[src/rtl/pcs_pkg.sv]
// Purpose: Shared constants for the port control and status register group
// Assumes: APB word addressing, register index times four gives the byte address
// Notes:   Status inputs arrive synchronous to the core clock
package pcs_pkg;
    // ****************************************
    // Register indices (byte address = 4 * index)
    // ****************************************
    localparam logic [9:0] IDX_BASIC_CTRL = 10'h0e4;
    localparam logic [9:0] IDX_BASIC_STAT = 10'h0e6;
    localparam logic [9:0] IDX_ADVERT = 10'h0ec;
    localparam logic [9:0] IDX_SPECIAL = 10'h0f4;
    localparam logic [9:0] IDX_PORT_CTRL = 10'h0f6;
    localparam logic [9:0] IDX_PORT_STAT = 10'h0f8;

    // ****************************************
    // Field positions
    // ****************************************
    localparam int SCL_START = 12;
    localparam int SCL_FORCE_LINK = 11;
    localparam int SCL_LOOPBACK = 9;
    localparam int PSR_SCHEME = 15;
    localparam int BC_LED_OFF = 0;
    localparam int BC_TX_DIS = 1;
    localparam int BC_XOVER_DIS = 3;
    localparam int BC_FORCE_MDI = 4;
    localparam int BC_SCHEME = 5;
    localparam int BC_FULL = 8;
    localparam int BC_RESTART = 9;
    localparam int BC_AN_EN = 12;
    localparam int BC_SPEED = 13;
    localparam int PCR_LED_OFF = 15;
    localparam int PCR_TX_DIS = 14;
    localparam int PCR_RESTART = 13;
    localparam int PCR_XOVER_DIS = 10;
    localparam int PCR_FORCE_MDI = 9;
    localparam int PCR_AN_EN = 7;
    localparam int PCR_SPEED = 6;
    localparam int PCR_FULL = 5;

    // ****************************************
    // Reset values and masks
    // ****************************************
    localparam logic [15:0] PCR_RST = 16'h00ff;
    localparam logic [15:0] PCR_WMASK = 16'he6ff;
    localparam logic [4:0] AN_SELECTOR = 5'h01;
    localparam logic [1:0] DIAG_FAILED = 2'h3;

    // ****************************************
    // Timing
    // ****************************************
    localparam int CLK_PERIOD_NS = 4;
    localparam int DIAG_TIMEOUT_US = 50;
    localparam int DIAG_TIMEOUT_CYC = DIAG_TIMEOUT_US * 1000 / CLK_PERIOD_NS;

    // Cable diagnostic sequencer states
    typedef enum logic [1:0] {
        DG_IDLE = 2'b00,
        DG_RUN = 2'b01
    } pcs_diag_state_t;
endpackage : pcs_pkg

[src/rtl/pcs_cable_diag.sv]
// Purpose: Cable diagnostic sequencer, launches the front end and keeps its result
// Assumes: Front end pulses fe_done_i once per launched run
// Notes:   A run that never completes ends in the failed outcome
module pcs_cable_diag
    import pcs_pkg::*;
#(
    parameter int TIMEOUT_CYC = DIAG_TIMEOUT_CYC
) (
    input wire logic clk_i,
    input wire logic srst_i,
    input wire logic start_i,
    input wire logic fe_done_i,
    input wire logic [1:0] fe_result_i,
    input wire logic [8:0] fe_dist_i,
    output logic busy_o,
    output logic launch_o,
    output logic [1:0] result_o,
    output logic [8:0] dist_o
);
    pcs_diag_state_t state_reg, state_next;
    logic [15:0] tmo_reg, tmo_next;
    logic [1:0] result_reg, result_next;
    logic [8:0] dist_reg, dist_next;
    logic launch_reg;
    wire logic timed_out = (tmo_reg == 16'(TIMEOUT_CYC - 1));

    // ****************************************
    // Sequencer
    // ****************************************
    // Next state; starts while running are dropped
    always_comb begin
        state_next = state_reg;
        tmo_next = tmo_reg;
        result_next = result_reg;
        dist_next = dist_reg;
        case (state_reg)
            DG_IDLE: begin
                tmo_next = 16'h0000;
                if (start_i) begin
                    state_next = DG_RUN;
                end
            end
            DG_RUN: begin
                tmo_next = tmo_reg + 16'h0001;
                if (fe_done_i) begin
                    state_next = DG_IDLE;
                    result_next = fe_result_i;
                    dist_next = fe_dist_i;
                end else if (timed_out) begin
                    state_next = DG_IDLE;
                    result_next = DIAG_FAILED;
                    dist_next = 9'h000;
                end
            end
            default: begin
                state_next = DG_IDLE;
            end
        endcase
    end

    always_ff @(posedge clk_i) begin
        if (srst_i) begin
            state_reg <= DG_IDLE;
            tmo_reg <= 16'h0000;
            result_reg <= 2'h0;
            dist_reg <= 9'h000;
            launch_reg <= 1'b0;
        end else begin
            state_reg <= state_next;
            tmo_reg <= tmo_next;
            result_reg <= result_next;
            dist_reg <= dist_next;
            launch_reg <= (state_reg == DG_IDLE) && start_i;
        end
    end

    assign busy_o = (state_reg == DG_RUN);
    assign launch_o = launch_reg;
    assign result_o = result_reg;
    assign dist_o = dist_reg;
endmodule : pcs_cable_diag

[src/rtl/pcs_port_regs.sv]
// Purpose: Port control and status registers for the copper port, on APB
// Assumes: Status inputs from the port core are synchronous to CLK_SYS_I
// Notes:   One wait state on every access; unmapped words answer with PSLVERR
//
// Chosen here: the APB register port.
module pcs_port_regs
    import pcs_pkg::*;
#(
    parameter int DIAG_TIMEOUT = DIAG_TIMEOUT_CYC
) (
    input wire logic CLK_SYS_I,
    input wire logic SRST_I,
    input wire logic PSEL_I,
    input wire logic PENABLE_I,
    input wire logic PWRITE_I,
    input wire logic [11:0] PADDR_I,
    input wire logic [31:0] PWDATA_I,
    input wire logic [3:0] PSTRB_I,
    output logic [31:0] PRDATA_O,
    output logic PREADY_O,
    output logic PSLVERR_O,
    input wire logic LINK_UP_I,
    input wire logic AN_DONE_I,
    input wire logic POL_REV_I,
    input wire logic RES_SPEED100_I,
    input wire logic RES_FULL_I,
    input wire logic MDI_STATE_I,
    input wire logic CABLE_DONE_I,
    input wire logic [1:0] CABLE_RESULT_I,
    input wire logic [8:0] CABLE_DIST_I,
    input wire logic [3:0] INDICATOR_I,
    output logic CABLE_START_O,
    output logic FORCE_LINK_O,
    output logic REMOTE_LOOPBACK_O,
    output logic [3:0] PORT_INDICATOR_O,
    output logic TX_DISABLE_O,
    output logic AN_RESTART_O,
    output logic AUTO_MDIX_EN_O,
    output logic FORCE_MDI_O,
    output logic AN_ENABLE_O,
    output logic FORCE_SPEED100_O,
    output logic FORCE_FULL_O,
    output logic [4:0] ADVERT_O,
    output logic XOVER_SCHEME_O,
    output logic LINK_GOOD_O
);
    // ****************************************
    // Helper functions
    // ****************************************
    // Byte-lane merge of a write into the current image
    function automatic logic [15:0] merge16(input logic [15:0] old,
                                            input logic [15:0] wd,
                                            input logic [1:0] strb);
        merge16 = {strb[1] ? wd[15:8] : old[15:8], strb[0] ? wd[7:0] : old[7:0]};
    endfunction : merge16

    // Port control storage seen through the basic control alias
    function automatic logic [15:0] pcr_to_bctl(input logic [15:0] p, input logic s);
        pcr_to_bctl = 16'h0000;
        pcr_to_bctl[BC_LED_OFF] = p[PCR_LED_OFF];
        pcr_to_bctl[BC_TX_DIS] = p[PCR_TX_DIS];
        pcr_to_bctl[BC_XOVER_DIS] = p[PCR_XOVER_DIS];
        pcr_to_bctl[BC_FORCE_MDI] = p[PCR_FORCE_MDI];
        pcr_to_bctl[BC_SCHEME] = s;
        pcr_to_bctl[BC_FULL] = p[PCR_FULL];
        pcr_to_bctl[BC_RESTART] = p[PCR_RESTART];
        pcr_to_bctl[BC_AN_EN] = p[PCR_AN_EN];
        pcr_to_bctl[BC_SPEED] = p[PCR_SPEED];
    endfunction : pcr_to_bctl

    // Basic control write folded back into port control storage
    function automatic logic [15:0] bctl_to_pcr(input logic [15:0] b, input logic [15:0] p);
        bctl_to_pcr = p;
        bctl_to_pcr[PCR_LED_OFF] = b[BC_LED_OFF];
        bctl_to_pcr[PCR_TX_DIS] = b[BC_TX_DIS];
        bctl_to_pcr[PCR_XOVER_DIS] = b[BC_XOVER_DIS];
        bctl_to_pcr[PCR_FORCE_MDI] = b[BC_FORCE_MDI];
        bctl_to_pcr[PCR_FULL] = b[BC_FULL];
        bctl_to_pcr[PCR_RESTART] = b[BC_RESTART];
        bctl_to_pcr[PCR_AN_EN] = b[BC_AN_EN];
        bctl_to_pcr[PCR_SPEED] = b[BC_SPEED];
    endfunction : bctl_to_pcr

    // ****************************************
    // State
    // ****************************************
    logic [15:0] pcr_reg, pcr_next;
    logic scheme_reg, scheme_next;
    logic force_link_reg, force_link_next;
    logic loopback_reg, loopback_next;
    logic restart_pulse_reg;
    logic xover_en_reg;
    logic [3:0] ind_reg;
    logic link_good_reg, an_done_reg, pol_reg;
    logic speed_st_reg, full_st_reg, mdi_st_reg;
    logic pready_reg, pslverr_reg;
    logic [31:0] prdata_reg;
    logic diag_busy, diag_launch;
    logic [1:0] diag_result;
    logic [8:0] diag_dist;

    // ****************************************
    // APB decode
    // ****************************************
    // Index decode; misaligned byte addresses never match
    wire logic [9:0] idx = PADDR_I[11:2];
    wire logic aligned = (PADDR_I[1:0] == 2'b00);
    wire logic sel_bctl = aligned && (idx == IDX_BASIC_CTRL);
    wire logic sel_bstat = aligned && (idx == IDX_BASIC_STAT);
    wire logic sel_adv = aligned && (idx == IDX_ADVERT);
    wire logic sel_scl = aligned && (idx == IDX_SPECIAL);
    wire logic sel_pcr = aligned && (idx == IDX_PORT_CTRL);
    wire logic sel_psr = aligned && (idx == IDX_PORT_STAT);
    wire logic addr_ok = sel_bctl | sel_bstat | sel_adv | sel_scl | sel_pcr | sel_psr;
    // Sample point one cycle before the answer; completion on the answer edge
    wire logic acc_wait = PSEL_I && PENABLE_I && !pready_reg;
    wire logic acc_done = PSEL_I && PENABLE_I && pready_reg;
    wire logic wr_en = acc_done && PWRITE_I && addr_ok;

    // ****************************************
    // Read images
    // ****************************************
    // fault distance count
    wire logic [15:0] img_scl = {1'b0, diag_result, diag_busy, force_link_reg, 1'b0,
                                 loopback_reg, diag_dist};
    wire logic [15:0] img_pcr = pcr_reg & PCR_WMASK;
    wire logic [15:0] img_psr = {scheme_reg, 1'b0, pol_reg, 2'b00, speed_st_reg,
                                 full_st_reg, 1'b0, mdi_st_reg, an_done_reg,
                                 link_good_reg, 5'h00};
    wire logic [15:0] img_adv = {5'h00, pcr_reg[4], 1'b0, pcr_reg[3:0], AN_SELECTOR};
    wire logic [15:0] img_bctl = pcr_to_bctl(pcr_reg, scheme_reg);
    wire logic [15:0] img_bstat = {10'h000, an_done_reg, 2'b00, link_good_reg, 2'b00};
    wire logic [15:0] rd_img = sel_scl ? img_scl :
                               sel_pcr ? img_pcr :
                               sel_psr ? img_psr :
                               sel_adv ? img_adv :
                               sel_bctl ? img_bctl :
                               sel_bstat ? img_bstat : 16'h0000;
    wire logic [15:0] wv = merge16(rd_img, PWDATA_I[15:0], PSTRB_I[1:0]);

    // ****************************************
    // Write steering
    // ****************************************
    wire logic wr_scl = wr_en && sel_scl;
    wire logic wr_pcr = wr_en && sel_pcr;
    wire logic wr_psr = wr_en && sel_psr;
    wire logic wr_adv = wr_en && sel_adv;
    wire logic wr_bctl = wr_en && sel_bctl;
    wire logic diag_start = wr_scl && wv[SCL_START];
    wire logic [15:0] adv_fold = {pcr_reg[15:5], wv[10], wv[8:5]};
    assign pcr_next = wr_pcr ? (wv & PCR_WMASK) :
                      wr_bctl ? bctl_to_pcr(wv, pcr_reg) :
                      wr_adv ? adv_fold : pcr_reg;
    assign scheme_next = wr_psr ? wv[PSR_SCHEME] :
                         wr_bctl ? wv[BC_SCHEME] : scheme_reg;
    assign force_link_next = wr_scl ? wv[SCL_FORCE_LINK] : force_link_reg;
    assign loopback_next = wr_scl ? wv[SCL_LOOPBACK] : loopback_reg;
    // restart on a written one
    // Strobed data only, so a stored restart bit never re-fires on a low-byte write
    wire logic restart_wr = PSTRB_I[1] && ((wr_pcr && PWDATA_I[PCR_RESTART]) ||
                                           (wr_bctl && PWDATA_I[BC_RESTART]));

    // ****************************************
    // Register storage
    // ****************************************
    always_ff @(posedge CLK_SYS_I) begin
        if (SRST_I) begin
            pcr_reg <= PCR_RST;
            scheme_reg <= 1'b1;
            force_link_reg <= 1'b0;
            loopback_reg <= 1'b0;
            restart_pulse_reg <= 1'b0;
            xover_en_reg <= !PCR_RST[PCR_XOVER_DIS];
        end else begin
            pcr_reg <= pcr_next;
            scheme_reg <= scheme_next;
            force_link_reg <= force_link_next;
            loopback_reg <= loopback_next;
            restart_pulse_reg <= restart_wr;
            // Own flop fed from the next image: pin needs no inverter, no extra lag
            xover_en_reg <= !pcr_next[PCR_XOVER_DIS];
        end
    end

    // ****************************************
    // Status capture
    // ****************************************
    // Status sampled every cycle; forced values shown when negotiation is off
    always_ff @(posedge CLK_SYS_I) begin
        if (SRST_I) begin
            link_good_reg <= 1'b0;
            an_done_reg <= 1'b0;
            pol_reg <= 1'b0;
            speed_st_reg <= 1'b0;
            full_st_reg <= 1'b0;
            mdi_st_reg <= 1'b1;
            ind_reg <= 4'hf;
        end else begin
            link_good_reg <= LINK_UP_I || force_link_reg;
            an_done_reg <= AN_DONE_I;
            pol_reg <= POL_REV_I;
            speed_st_reg <= pcr_reg[PCR_AN_EN] ? RES_SPEED100_I : pcr_reg[PCR_SPEED];
            full_st_reg <= pcr_reg[PCR_AN_EN] ? RES_FULL_I : pcr_reg[PCR_FULL];
            mdi_st_reg <= MDI_STATE_I;
            ind_reg <= pcr_reg[PCR_LED_OFF] ? 4'hf : INDICATOR_I;
        end
    end

    // ****************************************
    // APB answer
    // ****************************************
    // Fixed one wait state keeps read data stable for the answer edge
    always_ff @(posedge CLK_SYS_I) begin
        if (SRST_I) begin
            pready_reg <= 1'b0;
            pslverr_reg <= 1'b0;
            prdata_reg <= 32'h0000_0000;
        end else begin
            pready_reg <= acc_wait;
            pslverr_reg <= acc_wait && !addr_ok;
            if (acc_wait && !PWRITE_I) begin
                prdata_reg <= {16'h0000, rd_img};
            end
        end
    end

    // ****************************************
    // Cable diagnostic
    // ****************************************
    pcs_cable_diag #(
        .TIMEOUT_CYC(DIAG_TIMEOUT)
    ) u_diag (
        .clk_i(CLK_SYS_I),
        .srst_i(SRST_I),
        .start_i(diag_start),
        .fe_done_i(CABLE_DONE_I),
        .fe_result_i(CABLE_RESULT_I),
        .fe_dist_i(CABLE_DIST_I),
        .busy_o(diag_busy),
        .launch_o(diag_launch),
        .result_o(diag_result),
        .dist_o(diag_dist)
    );

    // ****************************************
    // Outputs
    // ****************************************
    assign PRDATA_O = prdata_reg;
    assign PREADY_O = pready_reg;
    assign PSLVERR_O = pslverr_reg;
    assign CABLE_START_O = diag_launch;
    assign FORCE_LINK_O = force_link_reg;
    assign REMOTE_LOOPBACK_O = loopback_reg;
    assign PORT_INDICATOR_O = ind_reg;
    assign TX_DISABLE_O = pcr_reg[PCR_TX_DIS];
    assign AN_RESTART_O = restart_pulse_reg;
    assign AUTO_MDIX_EN_O = xover_en_reg;
    assign FORCE_MDI_O = pcr_reg[PCR_FORCE_MDI];
    assign AN_ENABLE_O = pcr_reg[PCR_AN_EN];
    assign FORCE_SPEED100_O = pcr_reg[PCR_SPEED];
    assign FORCE_FULL_O = pcr_reg[PCR_FULL];
    assign ADVERT_O = pcr_reg[4:0];
    assign XOVER_SCHEME_O = scheme_reg;
    assign LINK_GOOD_O = link_good_reg;
endmodule : pcs_port_regs

[config.mk]
export PLATFORM = sky130hd
export DESIGN_NAME = pcs_port_regs
export DESIGN_NICKNAME = d
export VERILOG_FILES = /design/src/rtl/pcs_pkg.sv /design/src/rtl/pcs_cable_diag.sv /design/src/rtl/pcs_port_regs.sv
export SDC_FILE = /design/constraint.sdc
export NUM_CORES = 1
export LEC_CHECK = 0
export BUFFER_PORTS_ARGS = -buffer_cell sky130_fd_sc_hd__clkbuf_2
export CAP_MARGIN = 20
export CORE_ASPECT_RATIO = 0.75
export CORE_MARGIN = 2
export CORE_UTILIZATION = 45
export CTS_CLUSTER_DIAMETER = 40
export DETAILED_ROUTE_END_ITERATION = 10
export GPL_TIMING_DRIVEN = 0
export HOLD_SLACK_MARGIN = 0.06
export PLACE_DENSITY = 0.78
export REMOVE_ABC_BUFFERS = 1
export SLEW_MARGIN = 10
export SYNTH_ARGS = -nofsm -noshare
export SYNTH_HDL_FRONTEND = slang
export SYNTH_SLANG_ARGS = --single-unit
export TNS_END_PERCENT = 50
[constraint.sdc]
create_clock -name CLK_SYS_I -period 4.2 [get_ports CLK_SYS_I]
set_input_delay 0.21 -clock CLK_SYS_I [delete_from_list [all_inputs] [get_ports CLK_SYS_I]]
set_output_delay 0.21 -clock CLK_SYS_I [all_outputs]
set_load 0.01 [all_outputs]
# After elaboration in Yosys (flattened, before gate mapping)
# Index checks and enable logic that the tools add are counted.
# op_classes
add_sub_neg	1
n_eq_ne	11
n_mux	24
bitwise_logic	5
n_reduce_logical	40
# op_table
op	count
two-way mux 16 bit	5
equality test 10 x 8 -> 1 bit, second input constant	6
one-hot mux 16 bit (2 select lines)	1
two-way mux 14 bit	2
logical AND 1 bit	23
two-way mux 9 bit	2
adder 16 x 1 -> 16 bit, second input constant	1
equality test 16 x 14 -> 1 bit, second input constant	1
two-way mux 8 bit	2
two-way mux 2 bit	5
nonzero test 2 bit	5
two-way mux 6 bit	1
AND reduction 2 bit	3
two-way mux 5 bit	1
OR 1 bit	5
zero test 1 bit	4
zero test 2 bit	2
two-way mux 1 bit	4
one-hot mux 2 bit (2 select lines)	1
inequality test 3 x 2 -> 1 bit, second input constant	1
equality test 2 x 1 -> 1 bit, second input constant	1
logical OR 1 bit	2
inequality test 2 x 1 -> 1 bit, second input constant	1
inequality test 2 bit, second input constant	1
OR reduction 2 bit	1
# word_totals
register_bits	76
in_bits	75
output_inout_bits	55
elab_cells	104

# Logic depth before layout (Yosys ltp)
# logic_depth
word_depth	13
depth_mapped	8
mapped_depth_nobuf	7

# Modules after synthesis
# A second synthesis with hierarchy kept.
# hier_totals
cells_unflattened	487
area_unflattened_um2	4076.4
# modules_own_cells
module	instances	cells_each	area_each_um2	seq_area_each_um2
pcs_port_regs	1	363	2851.5	920.9
pcs_cable_diag	1	124	1224.9	580.6

# Worst setup path before layout
# No wires, ideal clock.
# synth_timing
path_type	input port to flip-flop
from	in PADDR_I[11]
to	reg xover_en_reg (netlist: AUTO_MDIX_EN_O)
setup_ns	0.114
t_arrival_ns	1.977
required_time_ns	4.086
slack_ns	2.109
stages	7
path_buffers	1
cell_sequence	or4_4 -> buf_6 -> or3_1 -> a2bb2oi_1 -> nor4_4 -> o21ai_1 -> a21o_1
# synth_via
elab_chain_cells	12
elab_cells_between_ends	30
cone_classes	eq/ne (6); mux (9); bitwise (5); reduce/logical (10)
# synth_lines
element	line_no	rtl
from (decl)	pcs_port_regs.sv:16	input wire logic [11:0] PADDR_I,
equality test 10 x 8 -> 1 bit, on equally long branches	pcs_port_regs.sv:108, pcs_port_regs.sv:109	
logical AND 1 bit, on equally long branches	pcs_port_regs.sv:108, pcs_port_regs.sv:109	
OR 1 bit (5 in a row)	pcs_port_regs.sv:114	wire logic addr_ok = sel_bctl | sel_bstat | sel_adv | sel_scl | sel_pcr | sel_psr;
logical AND 1 bit	pcs_port_regs.sv:118	wire logic wr_en = acc_done && PWRITE_I && addr_ok;
logical AND 1 bit	pcs_port_regs.sv:148	wire logic wr_bctl = wr_en && sel_bctl;
two-way mux 16 bit	pcs_port_regs.sv:152	wr_bctl ? bctl_to_pcr(wv, pcr_reg) :
two-way mux 16 bit (*)	pcs_port_regs.sv:151	assign pcr_next = wr_pcr ? (wv & PCR_WMASK) :
zero test 1 bit (*)	pcs_port_regs.sv:181	xover_en_reg <= !pcr_next[PCR_XOVER_DIS];
to (signal assigned)	pcs_port_regs.sv:173	xover_en_reg <= !PCR_RST[PCR_XOVER_DIS];
to (signal assigned)	pcs_port_regs.sv:181	
to (decl)	pcs_port_regs.sv:92	logic xover_en_reg;
# Mark *: on every way between the ends. The rest lies on a longest branch, timed or not. The select of a mux whose other input is x is not followed.
# A chain may end at the register's enable or synchronous reset.

# Worst setup path after layout
# layout_timing
from	in PADDR_I[3]
to	reg u_diag.state_reg[0]
# layout_via
elab_chain_cells	12
elab_cells_between_ends	28
cone_classes	eq/ne (7); mux (6); bitwise (5); reduce/logical (10)
# layout_lines
element	line_no	rtl
equality test 10 x 8 -> 1 bit, on equally long branches	pcs_port_regs.sv:108, pcs_port_regs.sv:109	
logical AND 1 bit, on equally long branches	pcs_port_regs.sv:108, pcs_port_regs.sv:109	
OR 1 bit (5 in a row)	pcs_port_regs.sv:114	
logical AND 1 bit	pcs_port_regs.sv:118	
logical AND 1 bit	pcs_port_regs.sv:144	wire logic wr_scl = wr_en && sel_scl;
logical AND 1 bit (*)	pcs_port_regs.sv:149	wire logic diag_start = wr_scl && wv[SCL_START];
inequality test 2 x 1 -> 1 bit (no source line) (*)	-	
AND reduction 2 bit (no source line) (*)	-	
to (signal assigned)	pcs_cable_diag.sv:69	state_reg <= state_next;
to (decl)	pcs_cable_diag.sv:20	pcs_diag_state_t state_reg, state_next;
# Mark *: on every way between the ends. The rest lies on a longest branch, timed or not.

==> reports/qor.yml <==
outcome: "completed"
antenna_left: 0
layout-drive-gt1-share: 0.2541
synth_edf_count: 0
wire_per_inst_um: 17.67
max_freq_mhz: 396.0
clkTransAtPathRegs_ps: 60
core_area_um2: 8346
first_global_vias: 3436
fin_tns_setup_ps: 0
leakage_uw: 0.001799
nets: 614
fillers: 788
fin_skew_ps: 10.50
cts_tree: "done"
clockRootBuffer: "clkbuf_16"
grt_overflow: 0
track_usage: 0.2529
grt_start_max_net_pins: 60
r2r_cells: 6
dr.pass1.iters: 7
min_period_over_period: 0.6013
synthCells: 455
num_io_pins: 130
die_w_um: 110.3
rsz0062_at_grt: "false"
cts_sinks: 75
powerDensity_nw_per_um2: 347.1
grt_pass1_wl_mm: 17.58
cp.arrival_ps: 2810
placed_cells: 630
r2r_setup_slack_ps: 2090
critPathMaxFanout: 20
synth_warnings: 0
post-route-min-period_ps: 2525
initialDrtViolationCount: 353
area_growth_syn_to_layout_pct: 20.57
n_antenna_cell: 0
r2r-end: "pcr_reg[10]$_SDFF_PP0_"
synth_area_per_cell_um2: 8.382
route.detailed.drc: 0
finalWeightedCongestion: 0.9502
fp.dieH_um: 83.73
min_path_type: "input pin to flop"
grt_antenna_before_repair: 0
slew_violations: 0
worstSetupStartpointType: "input pin"
fin_util: 0.5510
cts_buffers: 9
dp_hpwl_mm: 8.491
final_cell_mix: "clkbuf_2, dfxtp_1, nor2_1, nand2_1, a21oi_1"
worst-setup-path-type: "input pin to flop"
async_reset_ff_frac: 0
dr_total_vias: 3768
tightestPinTransition_ps: 931.2
max-slew-margin-rel: 0.3744
final_area_um2: 4598
end_kind: "flop"
reg2reg_from: "PREADY_O$_SDFF_PP0_"
dieArea_um2: 9235
cap_violations: 0
ys_types: 71
cts_htree_levels: 3
ir_drop_mv: 0.2638
finalHoldViolCount: 0
clock_latency_ps: 350
cts_max_path_buffers: 2
placed_area_um2: 4250
startpoint: "PADDR_I[3]"
ys_ff_latch: 75
start_util: 0.4570
synth-seq-area-share: 0.3937
setup-violations-final: 0
row_count: 29
routed_wl_mm: 11.50
via_per_inst: 5.788
layout_commonest_cell: "clkbuf_2"
cts_setup_buffers: 0
setup.worst_path.end: "u_diag.state_reg[0]$_SDFFE_PP0P_"
port_buffers: 95
netlist_area_um2: 3814
instances_no_fill: 651
worstPathRequired_ps: 4480
synth_ff_type: "dfxtp_1"
==> final cells by class <==
type	instances	area [um^2]	area share
Multi-Input combinational cell	339	2086	0.4536
Sequential cell	75	1501	0.3265
Timing Repair Buffer	101	543.0	0.1181
Clock buffer	11	252.7	0.05497
Tap cell	108	135.1	0.02939
Inverter	12	45.04	0.009796
Clock inverter	5	35.03	0.007619
==> repair_timing <==
item                                   in CTS  in global routing
hold buffers                                3                  1
gates resized for setup                     0                  0
setup endpoints to repair                   0                  0
endpoints found under the hold margin       3                  1
==> report_power, final <==
| group | total (uW) | leakage [uW] | internal, uW | switching [uW] |
|---|---|---|---|---|
| clock | 740 | 0.000142 | 433 | 307 |
| sequential | 726 | 0.000608 | 722 | 4.55 |
| combinational | 130 | 0.00105 | 51.7 | 78.2 |
==> worst min-delay path by stage <==
| stage | from | endpoint | slack [ps] | cells after the start |
|---|---|---|---|---|
| after global routing | INDICATOR_I[2] | PORT_INDICATOR_O[2]$_SDFF_PP1_ | 60 | 2 |
| after CTS | MDI_STATE_I | mdi_st_reg$_SDFF_PP1_ | 60 | 2 |
| after global placement | INDICATOR_I[0] | PORT_INDICATOR_O[0]$_SDFF_PP1_ | 390 | 2 |
| after detailed placement | INDICATOR_I[1] | PORT_INDICATOR_O[1]$_SDFF_PP1_ | 400 | 2 |
| final | INDICATOR_I[2] | PORT_INDICATOR_O[2]$_SDFF_PP1_ | 70 | 2 |
| after floorplan | SRST_I | FORCE_LINK_O$_SDFFE_PP0N_ | 280 | 1 |
==> critical path, stage by stage <==
cell and delay [ps]:
clkbuf_2 290, or4b_1 700, nor3_2 740, a221o_1 270, o21ai_1 90, or3_1 370, a21oi_1 140
==> synthesized netlist by cell type, types with 3 or more instances <==
cell type	instances	share of area
and2_1	7	0.011
a21o_1	4	0.0079
dfxtp_1	75	0.39
a211oi_1	6	0.012
nand2_1	32	0.031
clkbuf_1	20	0.020
o21ai_1	3	0.0039
buf_4	17	0.033
a22oi_1	15	0.030
mux2i_1	7	0.018
nor4_1	5	0.0082
xor2_1	10	0.023
or3_1	11	0.018
a221oi_1	5	0.011
nand4_1	9	0.015
a2bb2oi_1	3	0.0069
o21ai_0	16	0.021
a31oi_1	3	0.0049
xnor2_1	3	0.0069
nor4_4	3	0.017
nor2b_1	4	0.0066
nor3_1	15	0.020
nand2b_1	6	0.0098
o211ai_1	5	0.0098
inv_1	11	0.011
or2_2	4	0.0066
mux2_2	3	0.0089
a21oi_1	28	0.037
buf_2	5	0.0066
nor2_1	59	0.058
nand3_1	11	0.014
==> metrics by stage <==
| stage | total power, uW | setup WS [ps] | hold WS [ps] |
|---|---|---|---|
| after CTS | 1599 | 1687 | 60.95 |
| after floorplan | 795.3 | 1957 | 279.1 |
| after detailed placement | 863.2 | 1344 | 401.4 |
| final | 1596 | 1675 | 65.21 |
| after global routing | 1649 | 1486 | 60.32 |
| after global placement | 860.2 | 1330 | 390.1 |
==> cells by family after synthesis <==
family	share of synthesized area
flops	0.3937
xor+xnor	0.02986
other cells	0.0009833
fa+ha+maj	0.003280
mux	0.02723
buf+inv	0.07546
simple gates	0.2641
compound gates	0.2054
==> layer usage <==
metal	vias up	track usage	wire (um)
li1	1776	-	-
met1	1756	0.3567	5110
met2	219	0.3413	4694
met3	17	0.1226	1552
met4	0	0.06705	146
met5	-	0	0
(Power assumes the default switching activity.)
